### config.mk
export PLATFORM = sky130hd
export DESIGN_NAME = chsc_top
export DESIGN_NICKNAME = d
export VERILOG_FILES = /design/src/design/chsc_pkg.sv /design/src/design/chsc_top.sv
export SDC_FILE = /design/constraint.sdc
export NUM_CORES = 1
export LEC_CHECK = 0
export ABC_AREA = 1
export ABC_CLOCK_PERIOD_IN_PS = 4900
export BUFFER_PORTS_ARGS = -buffer_cell sky130_fd_sc_hd__clkbuf_2
export CAP_MARGIN = 25
export CORE_UTILIZATION = 50
export CTS_CLUSTER_DIAMETER = 100
export CTS_CLUSTER_SIZE = 20
export DETAILED_ROUTE_END_ITERATION = 6
export PLACE_DENSITY_LB_ADDON = 0.25
export SYNTH_ARGS = -nofsm -noshare
export SYNTH_HDL_FRONTEND = slang
export SYNTH_SLANG_ARGS = --single-unit
### constraint.sdc
create_clock -name i_clk -period 4.9 [get_ports i_clk]
set_input_delay 1.47 -clock i_clk [delete_from_list [all_inputs] [get_ports i_clk]]
set_output_delay 1.47 -clock i_clk [all_outputs]
set_load 0.1 [all_outputs]
### src/design/chsc_pkg.sv
`default_nettype none
package chsc_pkg;
  // register indices
  localparam logic [7:0] ADDR_IDENTITY = 8'h00;
  localparam logic [7:0] ADDR_MASK1 = 8'h01;
  localparam logic [7:0] ADDR_MASK2 = 8'h02;
  localparam logic [7:0] ADDR_FLAGS1 = 8'h03;
  localparam logic [7:0] ADDR_FLAGS2 = 8'h04;
  localparam logic [7:0] ADDR_EN1 = 8'h05;
  localparam logic [7:0] ADDR_CONTROL = 8'h06;
  localparam logic [7:0] ADDR_CONVERTER = 8'h07;
  localparam logic [7:0] ADDR_CONV_EN = 8'h08;
  localparam logic [7:0] ADDR_BUS_THR = 8'h11;
  localparam logic [7:0] ADDR_BAT_THR = 8'h12;
  localparam logic [7:0] ADDR_FLAGS3 = 8'h26;
  localparam logic [7:0] ADDR_LAST_LOW = 8'h29;
  localparam logic [7:0] ADDR_HIGH = 8'h40;
  localparam logic [7:0] ADDR_MULTI_LAST = 8'h08;
  localparam logic [7:0] UNMAPPED_VALUE = 8'hff;
  // field positions
  localparam int BIT_SOFT_RESET = 0;
  localparam int BIT_WDOG_LO = 2;
  localparam int BIT_WDOG_HI = 3;
  localparam int BIT_CHARGE_EN = 4;
  localparam int BIT_CONV_EN = 3;
  localparam int BIT_BUS_OTP = 0;
  localparam int BIT_BAT_OTP = 1;
  localparam int BIT_BUS_CONV_CH = 0;
  // reset values
  localparam logic [7:0] RST_MASK = 8'h00;
  localparam logic [7:0] RST_EN1 = 8'h00;
  localparam logic [7:0] RST_CONTROL = 8'h0c;
  localparam logic [7:0] RST_CONVERTER = 8'h00;
  localparam logic [7:0] RST_CONV_EN = 8'h00;
  localparam logic [7:0] RST_THR = 8'h00;
  localparam logic [7:0] RST_GENERIC = 8'h00;
  localparam logic [7:0] THR_MAX_CODE = 8'h07;
  // timing
  localparam int CLK_HZ = 40_000_000;
  localparam int DEGLITCH_US = 10;
  localparam int DEGLITCH_CYC = (DEGLITCH_US * (CLK_HZ / 1_000_000) < 1) ? 1 :
    DEGLITCH_US * (CLK_HZ / 1_000_000);
  localparam int WDOG_MS = 40;
  localparam int WDOG_CYC = WDOG_MS * (CLK_HZ / 1000);
  typedef enum logic [2:0] {ST_IDLE, ST_ADDR, ST_ADDR_ACK, ST_RX, ST_RX_ACK, ST_TX,
    ST_TX_ACK} chsc_state_t;
endpackage
`default_nettype wire

### src/design/chsc_top.sv
// Contract
// - falling thermistor input past threshold raises over-temperature fault
// - after deglitch, switch off, charge enable cleared until host rewrites it
// - threshold writes above largest code store largest code
// - fault flag latches threshold crossing until read
// - unmasked set flag drives active-low alert; mask one suppresses
// - connector fault suppressed while connector converter channel enabled
// - slave only, 7-bit address chosen by address-select pin
// - registers 0x00-0x29 and 0x40; other reads return 0xff
// - serial port works up to 1 Mbit/s
// - sda changed only while scl low
// - bytes 8 bits, msb first, each followed by acknowledge
// - slave may hold scl low between bytes; this slave never does, o_scl_oe_n is tied high
// - transmitter releases sda on ninth pulse; receiver pulls low
// - address byte then direction bit, zero write, one read
// - undefined register address gets not-acknowledge and idle
// - multi-byte access across consecutive registers 0x00-0x08
// - event flags latch until read, then show present state
// - reset and control bit 0 return all registers to defaults
// - watchdog expiry restores charge enable and converter enable
// - data byte writes and reads restart watchdog; control bits 3:2 zero disable it
`default_nettype none
module chsc_top
  import chsc_pkg::*;
#(
  parameter int WDOG_CYCLES = chsc_pkg::WDOG_CYC,
  parameter logic [6:0] BASE_ADDR = 7'h6a,
  parameter logic [7:0] IDENTITY = 8'h5a
)(
  input wire logic i_clk,
  input wire logic i_srst,
  input wire logic i_scl,
  input wire logic i_sda,
  output logic o_sda,
  output logic o_sda_oe_n,
  output logic o_scl,
  output logic o_scl_oe_n,
  input wire logic i_addr_sel,
  input wire logic i_connector_hot,
  input wire logic i_battery_hot,
  output logic o_alert_n,
  output logic o_charge_switch_on,
  output logic o_converter_enable
);
  import chsc_pkg::*;

  // ----------------------------------------
  // input synchronisers
  // ----------------------------------------
  logic [2:0] scl_s, sda_s, bus_s, bat_s, asel_s;
  always_ff @(posedge i_clk)
  begin
    if (i_srst)
    begin
      scl_s <= 3'h7;
      sda_s <= 3'h7;
      bus_s <= 3'h7;
      bat_s <= 3'h7;
      asel_s <= 3'h0;
    end
    else
    begin
      scl_s <= {scl_s[1:0], i_scl};
      sda_s <= {sda_s[1:0], i_sda};
      bus_s <= {bus_s[1:0], ~i_connector_hot};
      bat_s <= {bat_s[1:0], ~i_battery_hot};
      asel_s <= {asel_s[1:0], i_addr_sel};
    end
  end
  logic scl, sda, scl_q, sda_q, asel;
  always_ff @(posedge i_clk)
  begin
    if (i_srst)
    begin
      scl <= 1'b1;
      sda <= 1'b1;
      asel <= 1'b0;
    end
    else
    begin
      // filter latency is far below a 1 Mbit/s half period
      if (scl_s[1] == scl_s[2]) scl <= scl_s[2];
      if (sda_s[1] == sda_s[2]) sda <= sda_s[2];
      if (asel_s[1] == asel_s[2]) asel <= asel_s[2];
    end
  end
  always_ff @(posedge i_clk)
  begin
    scl_q <= i_srst ? 1'b1 : scl;
    sda_q <= i_srst ? 1'b1 : sda;
  end
  wire scl_rise = scl & ~scl_q;
  wire scl_fall = ~scl & scl_q;
  // master-made conditions
  wire start_c = scl & scl_q & sda_q & ~sda;
  wire stop_c = scl & scl_q & ~sda_q & sda;
  wire [6:0] my_addr = {BASE_ADDR[6:1], asel};

  // ----------------------------------------
  // registers
  // ----------------------------------------
  logic [7:0] mask1, mask2, en1, control, converter, conv_en, bus_thr, bat_thr;
  logic [7:0] flags1, flags2;
  logic [7:0] ptr, rd_data;
  logic wr_stb, rd_stb, access_stb;
  logic [7:0] wr_data;
  logic wdog_expire, bus_fault, bat_fault;
  wire soft_rst = wr_stb && ptr == ADDR_CONTROL && wr_data[BIT_SOFT_RESET];
  wire clr_all = i_srst | soft_rst;
  function automatic logic [7:0] clamp_thr(input logic [7:0] v);
    clamp_thr = (v > THR_MAX_CODE) ? THR_MAX_CODE : v;
  endfunction
  always_ff @(posedge i_clk)
  begin
    if (clr_all)
    begin
      mask1 <= RST_MASK;
      mask2 <= RST_MASK;
      en1 <= RST_EN1;
      conv_en <= RST_CONV_EN;
      bus_thr <= RST_THR;
      bat_thr <= RST_THR;
    end
    else if (wr_stb)
    begin
      case (ptr)
        ADDR_MASK1: mask1 <= wr_data;
        ADDR_MASK2: mask2 <= wr_data;
        ADDR_EN1: en1 <= wr_data;
        ADDR_CONV_EN: conv_en <= wr_data;
        ADDR_BUS_THR: bus_thr <= clamp_thr(wr_data);
        ADDR_BAT_THR: bat_thr <= clamp_thr(wr_data);
        default: ;
      endcase
    end
  end
  // control and converter: faults and watchdog override
  always_ff @(posedge i_clk)
  begin
    if (clr_all)
    begin
      control <= RST_CONTROL;
      converter <= RST_CONVERTER;
    end
    else
    begin
      if (wr_stb && ptr == ADDR_CONTROL)
        control <= wr_data;
      if (wr_stb && ptr == ADDR_CONVERTER)
        converter <= wr_data;
      if (bus_fault | bat_fault)
        control[BIT_CHARGE_EN] <= 1'b0;
      if (wdog_expire)
      begin
        control[BIT_CHARGE_EN] <= RST_CONTROL[BIT_CHARGE_EN];
        converter[BIT_CONV_EN] <= RST_CONVERTER[BIT_CONV_EN];
      end
    end
  end
  assign o_charge_switch_on = control[BIT_CHARGE_EN];
  assign o_converter_enable = converter[BIT_CONV_EN];

  // ----------------------------------------
  // over-temperature deglitch
  // ----------------------------------------
  wire bus_hot_raw = (bus_s[1] == bus_s[2]) & ~bus_s[2] & ~conv_en[BIT_BUS_CONV_CH];
  wire bat_hot_raw = (bat_s[1] == bat_s[2]) & ~bat_s[2];
  logic [$clog2(DEGLITCH_CYC+1)-1:0] bus_cnt, bat_cnt;
  localparam logic [$clog2(DEGLITCH_CYC+1)-1:0] DG = DEGLITCH_CYC[$clog2(DEGLITCH_CYC+1)-1:0];
  always_ff @(posedge i_clk)
  begin
    if (i_srst)
    begin
      bus_cnt <= '0;
      bat_cnt <= '0;
    end
    else
    begin
      bus_cnt <= !bus_hot_raw ? '0 : (bus_cnt == DG ? DG : bus_cnt + 1'b1);
      bat_cnt <= !bat_hot_raw ? '0 : (bat_cnt == DG ? DG : bat_cnt + 1'b1);
    end
  end
  assign bus_fault = bus_cnt == DG;
  assign bat_fault = bat_cnt == DG;
  // latched event flags
  wire [7:0] live1 = {6'h0, bat_fault, bus_fault};
  wire rd_f1 = rd_stb && ptr == ADDR_FLAGS1;
  wire rd_f2 = rd_stb && ptr == ADDR_FLAGS2;
  always_ff @(posedge i_clk)
  begin
    if (clr_all)
    begin
      flags1 <= RST_GENERIC;
      flags2 <= RST_GENERIC;
    end
    else
    begin
      // read reloads present state; new events still land
      flags1 <= (rd_f1 ? 8'h00 : flags1) | live1;
      flags2 <= rd_f2 ? 8'h00 : flags2;
    end
  end
  assign o_alert_n = ~(|(flags1 & ~mask1) | |(flags2 & ~mask2));

  // ----------------------------------------
  // watchdog
  // ----------------------------------------
  logic [$clog2(WDOG_CYCLES+1)-1:0] wdog_cnt;
  wire wdog_on = |control[BIT_WDOG_HI:BIT_WDOG_LO];
  always_ff @(posedge i_clk)
  begin
    if (i_srst || !wdog_on || access_stb)
      wdog_cnt <= '0;
    else if (wdog_cnt == WDOG_CYCLES[$clog2(WDOG_CYCLES+1)-1:0])
      wdog_cnt <= '0;
    else
      wdog_cnt <= wdog_cnt + 1'b1;
  end
  assign wdog_expire = wdog_on && !access_stb &&
    wdog_cnt == WDOG_CYCLES[$clog2(WDOG_CYCLES+1)-1:0];

  // ----------------------------------------
  // read mux
  // ----------------------------------------
  wire defined = ptr <= ADDR_LAST_LOW || ptr == ADDR_HIGH;
  always_comb
  begin
    case (ptr)
      ADDR_IDENTITY: rd_data = IDENTITY; // value arbitrary
      ADDR_MASK1: rd_data = mask1;
      ADDR_MASK2: rd_data = mask2;
      ADDR_FLAGS1: rd_data = flags1;
      ADDR_FLAGS2: rd_data = flags2;
      ADDR_EN1: rd_data = en1;
      ADDR_CONTROL: rd_data = control;
      ADDR_CONVERTER: rd_data = converter;
      ADDR_CONV_EN: rd_data = conv_en;
      ADDR_BUS_THR: rd_data = bus_thr;
      ADDR_BAT_THR: rd_data = bat_thr;
      default: rd_data = defined ? RST_GENERIC : UNMAPPED_VALUE;
    endcase
  end

  // ----------------------------------------
  // serial slave
  // ----------------------------------------
  chsc_state_t st;
  logic [7:0] sh;
  logic [3:0] bitn;
  logic is_read, have_ptr, ack_ok, sda_low;
  wire [7:0] next_sh = {sh[6:0], sda};
  always_ff @(posedge i_clk)
  begin
    wr_stb <= 1'b0;
    rd_stb <= 1'b0;
    access_stb <= 1'b0;
    if (i_srst || stop_c)
    begin
      st <= ST_IDLE;
      sda_low <= 1'b0;
      bitn <= '0;
      is_read <= 1'b0;
      have_ptr <= 1'b0;
      ack_ok <= 1'b0;
      sh <= '0;
      wr_data <= '0;
      if (i_srst) ptr <= '0;
    end
    else if (start_c)
    begin
      st <= ST_ADDR;
      bitn <= '0;
      sda_low <= 1'b0;
      have_ptr <= 1'b0;
    end
    else
    begin
      case (st)
        ST_IDLE: sda_low <= 1'b0;
        ST_ADDR, ST_RX:
          if (scl_rise)
          begin
            sh <= next_sh;
            bitn <= bitn + 1'b1;
          end
          else if (scl_fall && bitn == 4'd8)
          begin
            bitn <= '0;
            st <= (st == ST_ADDR) ? ST_ADDR_ACK : ST_RX_ACK;
            if (st == ST_ADDR)
            begin
              ack_ok <= sh[7:1] == my_addr;
              sda_low <= sh[7:1] == my_addr;
              is_read <= sh[0];
            end
            else if (!have_ptr)
            begin
              ack_ok <= next_ptr_ok(sh);
              sda_low <= next_ptr_ok(sh);
            end
            else
            begin
              ack_ok <= 1'b1;
              sda_low <= 1'b1;
              wr_data <= sh;
              wr_stb <= defined;
              access_stb <= 1'b1;
            end
          end
        ST_ADDR_ACK, ST_RX_ACK:
          if (scl_fall)
          begin // sda changes on scl low only
            if (!ack_ok)
            begin
              st <= ST_IDLE;
              sda_low <= 1'b0;
            end
            else if (st == ST_ADDR_ACK && is_read)
            begin
              st <= ST_TX;
              sh <= rd_data;
              sda_low <= ~rd_data[7];
              rd_stb <= 1'b1;
              access_stb <= 1'b1;
            end
            else
            begin
              st <= ST_RX;
              sda_low <= 1'b0;
              if (st == ST_RX_ACK && !have_ptr)
              begin
                ptr <= sh;
                have_ptr <= 1'b1;
              end
              else if (st == ST_RX_ACK && ptr < ADDR_MULTI_LAST)
                ptr <= ptr + 1'b1;
            end
          end
        ST_TX:
          if (scl_fall)
          begin
            bitn <= bitn + 1'b1;
            if (bitn == 4'd7)
            begin
              st <= ST_TX_ACK;
              sda_low <= 1'b0;
            end
            else
            begin
              sh <= {sh[6:0], 1'b0};
              sda_low <= ~sh[6];
            end
          end
        ST_TX_ACK:
          if (scl_rise)
          begin
            ack_ok <= ~sda;
            if (~sda && ptr < ADDR_MULTI_LAST) ptr <= ptr + 1'b1;
          end
          else if (scl_fall)
          begin
            bitn <= '0;
            if (!ack_ok)
              st <= ST_IDLE;
            else
            begin
              st <= ST_TX;
              sh <= rd_data;
              sda_low <= ~rd_data[7];
              rd_stb <= 1'b1;
              access_stb <= 1'b1;
            end
          end
        default: st <= ST_IDLE;
      endcase
    end
  end
  function automatic logic next_ptr_ok(input logic [7:0] p);
    next_ptr_ok = p <= ADDR_LAST_LOW || p == ADDR_HIGH;
  endfunction
  // pointer moves on the ack high phase, so the next byte loads at its fall
  assign o_sda = 1'b0;
  assign o_sda_oe_n = ~sda_low;
  // no stretching needed at this clock rate
  assign o_scl = 1'b0;
  assign o_scl_oe_n = 1'b1;

  // ----------------------------------------
  // checks
  // ----------------------------------------
  chk_alert_follow: assert property (@(posedge i_clk) disable iff (i_srst)
    (|(flags1 & ~mask1)) |-> !o_alert_n) else $error("alert not asserted");
  chk_mask_quiet: assert property (@(posedge i_clk) disable iff (i_srst)
    (flags1 & ~mask1) == 8'h0 && flags2 == 8'h0 |-> o_alert_n)
    else $error("alert while masked");
  chk_fault_offswitch: assert property (@(posedge i_clk) disable iff (i_srst)
    bus_fault && !wdog_expire |=> !o_charge_switch_on) else $error("switch left on");
  chk_fault_flagset: assert property (@(posedge i_clk) disable iff (i_srst)
    bat_fault && !soft_rst |=> flags1[BIT_BAT_OTP]) else $error("flag missed");
  chk_conv_blocks: assert property (@(posedge i_clk) disable iff (i_srst)
    conv_en[BIT_BUS_CONV_CH] |-> !bus_fault) else $error("bus fault while converting");
  chk_thr_clamp: assert property (@(posedge i_clk) disable iff (i_srst)
    bus_thr <= THR_MAX_CODE && bat_thr <= THR_MAX_CODE) else $error("threshold above max");
  chk_soft_reset: assert property (@(posedge i_clk) disable iff (i_srst)
    soft_rst |=> control == RST_CONTROL && mask1 == RST_MASK)
    else $error("soft reset failed");
  chk_wdog_clear: assert property (@(posedge i_clk) disable iff (i_srst)
    wdog_expire && !soft_rst |=> !converter[BIT_CONV_EN]) else $error("watchdog no clear");
  chk_sda_scl_low: assert property (@(posedge i_clk) disable iff (i_srst)
    scl && scl_q && !start_c && !stop_c && st != ST_IDLE |=> $stable(sda_low) || stop_c
    || start_c) else $error("sda moved with scl high");
  chk_ptr_range: assert property (@(posedge i_clk) disable iff (i_srst)
    st == ST_TX_ACK && scl_fall && ack_ok && ptr == ADDR_MULTI_LAST |=> ptr == ADDR_MULTI_LAST)
    else $error("pointer ran past multi range");
  cov_write: cover property (@(posedge i_clk) wr_stb);
  cov_read: cover property (@(posedge i_clk) rd_stb);
  cov_fault: cover property (@(posedge i_clk) bus_fault && !o_alert_n);
endmodule
`default_nettype wire

-- Word level (Yosys, flattened, before mapping)
Cells that the tools add are included.
W data, S select, Z words.
- output and inout port bits: 7
- word-level logic and storage cells: 273
- register bits after elaboration: 169
- muxes and demuxes: 73
- order comparisons: 4
- reductions and logical operators: 55
- equal/unequal tests: 59
- bitwise gates (word level): 38
- add/subtract/negate cells: 5
- operators by type and width (kind ; number):
    $mux W8 ; 22
    $pmux W8 S11 ; 1
    $ne A3 B3 Y1 const B ; 13
    $mux W3 ; 11
    $eq A8 B3 Y1 const B ; 4
    $pmux W8 S4 ; 1
    $ne A2 B2 Y1 const B ; 15
    $mux W1 ; 24
    $reduce_and A8 Y1 ; 3
    $not A1 Y1 ; 23
    $add A21 B1 Y21 const B ; 1
    $eq A21 B21 Y1 const B ; 1
    $mux W4 ; 5
    $reduce_and A5 Y1 ; 4
    $add A9 B1 Y9 const B ; 2
    $eq A9 B9 Y1 const B ; 2
    $mux W9 ; 2
    $eq A8 B2 Y1 const B ; 2
    $eq A8 B5 Y1 const B ; 2
    $eq A8 B7 Y1 const B ; 2
    $le A8 B6 Y1 const B ; 2
    $pmux W8 S2 ; 1
    $reduce_or A2 Y1 ; 8
    $pmux W3 S5 ; 1
    40 further kinds ; 82

-- Depth between registers and ports, before layout
Gate-level depths: netlist (run 1).
- depth in word-level cells: 10
- mapped depth: 14

-- Worst setup path before layout (run 1)
OpenSTA, ideal clock, no wires.
- path type: register to output
- start: register mask1[0]
- end: output port o_alert_n
- data required time: 3.430 ns
- stages on the path, launching flop included: 3
- buffers on the path: 0
- setup slack: 2.433 ns
- data arrival time: 0.997 ns
- cells stage by stage: dfxtp_1 -> o22ai_1 -> inv_1
- longest elaborated chain between the ends: 4
- ends and longest elaborated chain (element ; RTL line ; RTL):
    from (decl) ; chsc_top.sv:102 ; logic [7:0] mask1, mask2, en1, control, converter, conv_en, bus_thr, bat_thr;
    from (signal assigned) ; chsc_top.sv:127 ; ADDR_MASK1: mask1 <= wr_data;
    $not A8 Y8 ; chsc_top.sv:203 ; assign o_alert_n = ~(|(flags1 & ~mask1) | |(flags2 & ~mask2));
    $and A8 B8 Y8 ; chsc_top.sv:203 ;
    $reduce_or A8 Y1 ; chsc_top.sv:203 ;
    $not A1 Y1 ; chsc_top.sv:203 ;
    to (decl) ; chsc_top.sv:41 ; output logic o_alert_n,
No other way between the ends.

-- Final worst setup path (run 1)
- start: register flags1[0]
- end: output port o_alert_n
- longest elaborated chain between the ends: 3
- ends and longest elaborated chain (element ; RTL line ; RTL):
    from (decl) ; chsc_top.sv:103 ; logic [7:0] flags1, flags2;
    from (signal assigned) ; chsc_top.sv:199 ; flags1 <= (rd_f1 ? 8'h00 : flags1) | live1;
    $and A8 B8 Y8 ; chsc_top.sv:203 ;
    $reduce_or A8 Y1 ; chsc_top.sv:203 ;
    $not A1 Y1 ; chsc_top.sv:203 ;
No other way between the ends.

==> results.cfg, run 1 <==
[synthesis]
synth_adder_area_share_pct = 2.12
synth-async-reset-ratio_pct = 0
ys_warn_count = 0
seq_area_frac_synth_pct = 43.5
syn-mean-instance-area_sq_um = 7.30
synthSimpleGateAreaFrac_pct = 28.9
syn_area_sq_um = 7680
synth_edf_count = 8
ys_top_cells_by_area = dfxtp_1, nand2_1, a21oi_1
synth_commonest_cells = nand2_1, dfxtp_1, inv_1
synth_top_cell_by_area = dfxtp_1
synth_top_family_by_area = simple AND/OR/NAND/NOR gates
synth_compound_area_share_pct = 15.7
postSynthCellCount = 1052
synth.distinct_cells = 48
synth_most_common_cell = nand2_1
yosys.area.top_type_share_pct = 40.4
synth-seq-cells = 163
synthXorXnorAreaFrac_pct = 1.03
synth_flop_cell = dfxtp_1
yosys-mux-area-fraction_pct = 0

[die]
die_x_um = 126
die_y_um = 126
initial_utilization_pct = 52.0
rows = 44
dieArea_sq_um = 15900
core_area_sq_um = 14800
ios = 14

[global_routing]
grt_use_total_pct = 24.3
grt_start_max_net_pins = 33
grt_overflow = 0
grt_pass1_wl_um = 30600
antenna_found_initial = 0
first_global_vias = 6253

[timing]
finalSetupViolCount = 0
period_share_pct = 59.5
max_freq_mhz = 343
worst_pin_slew_ns = 0.864
tns_ns = 0
rsz0062_at_grt = false
slew-limit-headroom_pct = 42.2
min_period_ns = 2.92
slew_violations = 0
final-hold-violation-count = 0
skew_ns = 0.0103

[cts]
cts_hold_buf = 0
root_buffer = clkbuf_16
cts.clk_slew.worst_paths_ns = 0.06
cts_setup_buffers = 0
clockBufferDepth = 2
cts_resized = 0
htreeDepth = 4
cts_tree = built
cts_sinks = 163
clock_latency_ns = 0.44
numCtsBuffers = 17

[drt]
vias = 6725
wl_um = 18300
drc = 0
first_pass_iters = 5
first_iter_violations = 514
wl_per_cell_um = 14.5
ant_nets = 0
viasPerCell = 5.33

[power]
power_uw = 3610
power_per_cell_area_nw_per_um2 = 426
leakagePower_uw = 0.00321
vdd_drop_max_mv = 0.347

[placed_design]
place_hpwl_um = 12900
numPortBuffers = 10
dp_cells = 1230
routabilityCongestion = 0.873

[critical_path]
cpMostUsedCell = inv_1
crit_arrival_ns = 1.45
crit_type = reg2out
cp-end-kind = primary output
crit_chain = inv_1, o22ai_1, inv_1, clkbuf_2
cp_data_required_time_ns = 3.43
max_stage_delay_ns = 0.36
crit_fanout = 3
slowest_stage = dfxtp_1
worst_setup_path_start_kind = register

[job]
max-cap-violations = 0

[finish]
syn_to_final_growth_pct = 10.4
final_cells = 1262
drive_gt1_share_pct = 9.65
nNetsFinal = 1085
fillers = 1381
antenna_cells = 0

[run_status]
status = finished, final reports clean

[hold_path]
hp-class = reg2reg
-- sequential cells by signal (all words and copies together), names as in the netlist, 8 cells and up --
signal / count
sh: 8
bus_cnt: 9
mask2: 8
ptr: 8
bus_thr: 8
control: 8
bat_cnt: 9
bat_thr: 8
converter: 8
wr_data: 8
conv_en: 8
en1: 8
wdog_cnt: 21
mask1: 8
-- report_power, final --
part	switching [uW]	leakage (uW)	internal (uW)
registers	90.4	0.00134	1410
clock network	572	0.000290	802
logic	514	0.00159	221
-- final cells by class --
class                           instances  area [sq um]  area share, %
Clock inverter                         12           146           1.73
Timing Repair Buffer                   12          65.1          0.768
Clock buffer                           20           468           5.52
Multi-Input combinational cell        725          3680           43.4
Tap cell                              184           230           2.72
Inverter                              146           548           6.46
Sequential cell                       163          3340           39.4
-- stage by stage --
stage                     hold WS [ns]  utilization (%)  setup WS [ns]  area (sq um)
final                            0.408             57.5           1.98          8480
after global routing             0.422             57.5           1.87          8480
after CTS                        0.412             57.5           1.98          8480
after detailed placement         0.397             53.3           1.67          7860
after global placement           0.391             53.3           1.73          7860
after floorplan                  0.388                -           2.43          7680
-- layout by cell type, fill, tap and decap left out, types with 3 or more instances in the layout --
cell,n
nand2_1,250
dfxtp_1,155
inv_1,136
a21oi_1,123
nor2_1,81
o21ai_0,46
nand3_1,36
nor3_1,35
clkbuf_16,18
nand4_1,16
or2_2,16
ha_1,13
nor2_2,10
nor4_1,10
a211oi_1,10
clkbuf_2,10
inv_2,9
o21ai_1,8
nand2_2,8
edfxtp_1,8
o211ai_1,6
xor2_1,6
nor2_4,5
clkinv_4,5
o22ai_1,4
a22o_1,4
nor3_2,3
nor2_8,3
nor3b_1,3
o31ai_1,3
xnor2_1,3
a221oi_1,3
a31oi_1,3
conb_1,3
clkinvlp_4,3
-- per-layer routing --
layer  share of wire (%)  GRT usage [%]  vias up  wire length [um]
met5                   0              0        -                 0
li1                    -              -     3457                 -
met4                 2.4           9.78        0               435
met2                  45           38.7      174              8220
met1                  48           32.0     3059              8680
met3                 5.0           5.23       35               914
-- kinds of logic (layout without fill, tap and decap cells) --
family | count (synthesis) | in the layout
other cells | 2 | 3
buf+inv | 165 | 190
flops | 163 | 163
xor+xnor | 9 | 9
simple gates | 484 | 484
fa+ha+maj | 13 | 13
compound gates | 216 | 216
-- critical path: cells and delay by family (launching register included) --
family	cells	cell delay, ns
DFF	1	0.36
buffers and inverters	3	0.47
AOI/OAI and AO/OA	1	0.19
-- path summary, 6_finish.rpt --
kind | from | end | slack [ns] | cells past startpoint
max | flags1[0]$_SDFF_PP0_ | o_alert_n | 1.98 | 4
min | sda_s[0]$_SDFF_PP1_ | sda_s[1]$_SDFF_PP1_ | 0.41 | 1
max reg2reg | ptr[0]$_SDFFCE_PP0P_ | bus_thr[0]$_SDFFE_PP0P_ | 2.04 | 8
min reg2reg | sda_s[0]$_SDFF_PP1_ | sda_s[1]$_SDFF_PP1_ | 0.41 | 1
(Power assumes the default switching activity.)
==> inputs of run 2 (changes only) <==
- ABC_CLOCK_PERIOD_IN_PS: 4900 -> 2740
- clock period: 4.9 -> 2.74 ns (I/O delays scaled with it)
==> run 2 against run 1 <==
Net effect:
- via count grew 1.7%
- clock skew fell by 0.0014 ns
- hold slack worse by 0.0057 ns
- wire length grew 0.17%
- clock-buffer cell count up 1
- register-to-register slack got worse by 1.6 ns
- critical endpoint unchanged
- largest cell class unchanged
==> results.cfg, run 2 (synthesized netlist as in run 1, its figures left out) <==
[cts]
cts_sinks = 163
cts_resized = 0
numCtsBuffers = 17
htreeDepth = 4
root_buffer = clkbuf_16
cts_hold_buf = 0
cts_setup_buffers = 0
cts_tree = built
cts.clk_slew.worst_paths_ns = 0.06
clockBufferDepth = 2
clock_latency_ns = 0.43

[finish]
antenna_cells = 0
top_register = wdog_cnt
final_cell_mix = nand2_1, dfxtp_1, inv_1
nNetsFinal = 1092
fin_area_sq_um = 8540
drive_gt1_share_pct = 10.1
layout_commonest_cell = nand2_1
top_regs = wdog_cnt (21), bat_cnt (9), bus_cnt (9)
largest_reg_flops = 21
syn_to_final_growth_pct = 11.2

[timing]
period_share_pct = 85.4
slew_violations = 0
finalSetupViolCount = 0
tns_ns = 0
max_freq_mhz = 428
min_period_ns = 2.34
skew_ns = 0.00894
slew-limit-headroom_pct = 55.4
final-hold-violation-count = 0
rsz0062_at_grt = false
worst_pin_slew_ns = 0.667

[critical_path]
cpMostUsedCell = inv_1
crit_type = reg2out
cp-startpoint = flags1[0]$_SDFF_PP0_
crit_fanout = 3
r2r_start = ptr[4]$_SDFFCE_PP0P_
path_delay_family = buffers and inverters
crit_arrival_ns = 1.52
worst_setup_path_start_kind = register
max_stage_delay_ns = 0.37
cp-end-kind = primary output
critPathBufInv = 3
slowest_stage = clkbuf_2
cp_data_required_time_ns = 1.92
crit_chain = inv_1, o22ai_1, inv_1, clkbuf_2
r2r_slack_ns = 0.40

[power]
power_per_cell_area_nw_per_um2 = 758
power_uw = 6480
vdd_drop_max_mv = 0.549
leakagePower_uw = 0.00326

[global_routing]
grt_use_total_pct = 24.4
grt_pass1_wl_um = 30900
grt_start_max_net_pins = 62
first_global_vias = 6268
grt_overflow = 0
antenna_found_initial = 0

[run_status]
status = finished, final reports clean

[drt]
ant_nets = 0
wl_um = 18300
viasPerCell = 5.39
drc = 0
vias = 6840
first_pass_iters = 6
wl_per_cell_um = 14.4
first_iter_violations = 709

[hold_path]
hp-class = reg2reg
min_from = asel_s[0]$_SDFF_PP0_

[die]
core_area_sq_um = 14800
die_y_um = 126
die_x_um = 126
initial_utilization_pct = 52.0
dieArea_sq_um = 15900
ios = 14
rows = 44

[placed_design]
numPortBuffers = 10
postPlaceCellArea_sq_um = 7930
routabilityCongestion = 0.871
place_hpwl_um = 12900

[job]
max-cap-violations = 0
## run 2: cell types whose count changed in the layout (fill, tap and decap cells not counted)
cell | before | now
buf_4 | 2 | 8
buf_12 | 0 | 1
clkbuf_1 | 1 | 2
clkinv_4 | 5 | 2
inv_6 | 1 | 2
clkinv_2 | 0 | 2
bufinv_16 | 2 | 3
clkbuf_8 | 1 | 2
clkbuf_16 | 18 | 17
inv_8 | 1 | 0
clkinvlp_4 | 3 | 2
## run 2: tightest hold or removal path, cell delays in order (launching register included)
cell and delay [ns]:
dfxtp_1 0.29, inv_1 0.04, nor2_1 0.03
## run 2: where the power goes
part           leakage, uW  switching, uW  internal, uW
sequential         0.00134            158          2520
combinational      0.00163            930           400
clock             0.000294            976          1490
## run 2: path summary, 6_finish.rpt
check                           depth (start not counted)                    to
worst max-delay path                                    4             o_alert_n
worst max register to register                          9    sh[0]$_SDFFE_PP0P_
worst min register to register                          2  asel_s[1]$_SDFF_PP0_
worst min-delay path                                    2  asel_s[1]$_SDFF_PP0_
## run 2: per-layer routing
layer  GRT usage, %  wire length (um)
met4           8.72               384
met1           33.2              8560
met2           38.5              8260
met5              0                 0
met3           4.84              1070
## run 2: layout make-up
| class | count | area, sq um |
|---|---|---|
| Sequential cell | 163 | 3340 |
| Inverter | 146 | 548 |
| Timing Repair Buffer | 19 | 130 |
| Fill cell | 1428 | 6220 |
| Clock buffer | 21 | 460 |
| Multi-Input combinational cell | 725 | 3680 |
| Tap cell | 184 | 230 |
| Clock inverter | 11 | 150 |
## run 2: metrics by stage
step / util (%) / std cells / hold WS [ns] / setup WS (ns)
after global placement: 53.7 / 1237 / 0.391 / 0.486
after global routing: 57.9 / 1269 / 0.419 / 0.253
after floorplan: - / 1053 / 0.388 / 0.879
after detailed placement: 53.7 / 1237 / 0.392 / 0.458
final: 57.9 / 1269 / 0.403 / 0.401
after CTS: 57.9 / 1269 / 0.401 / 0.412
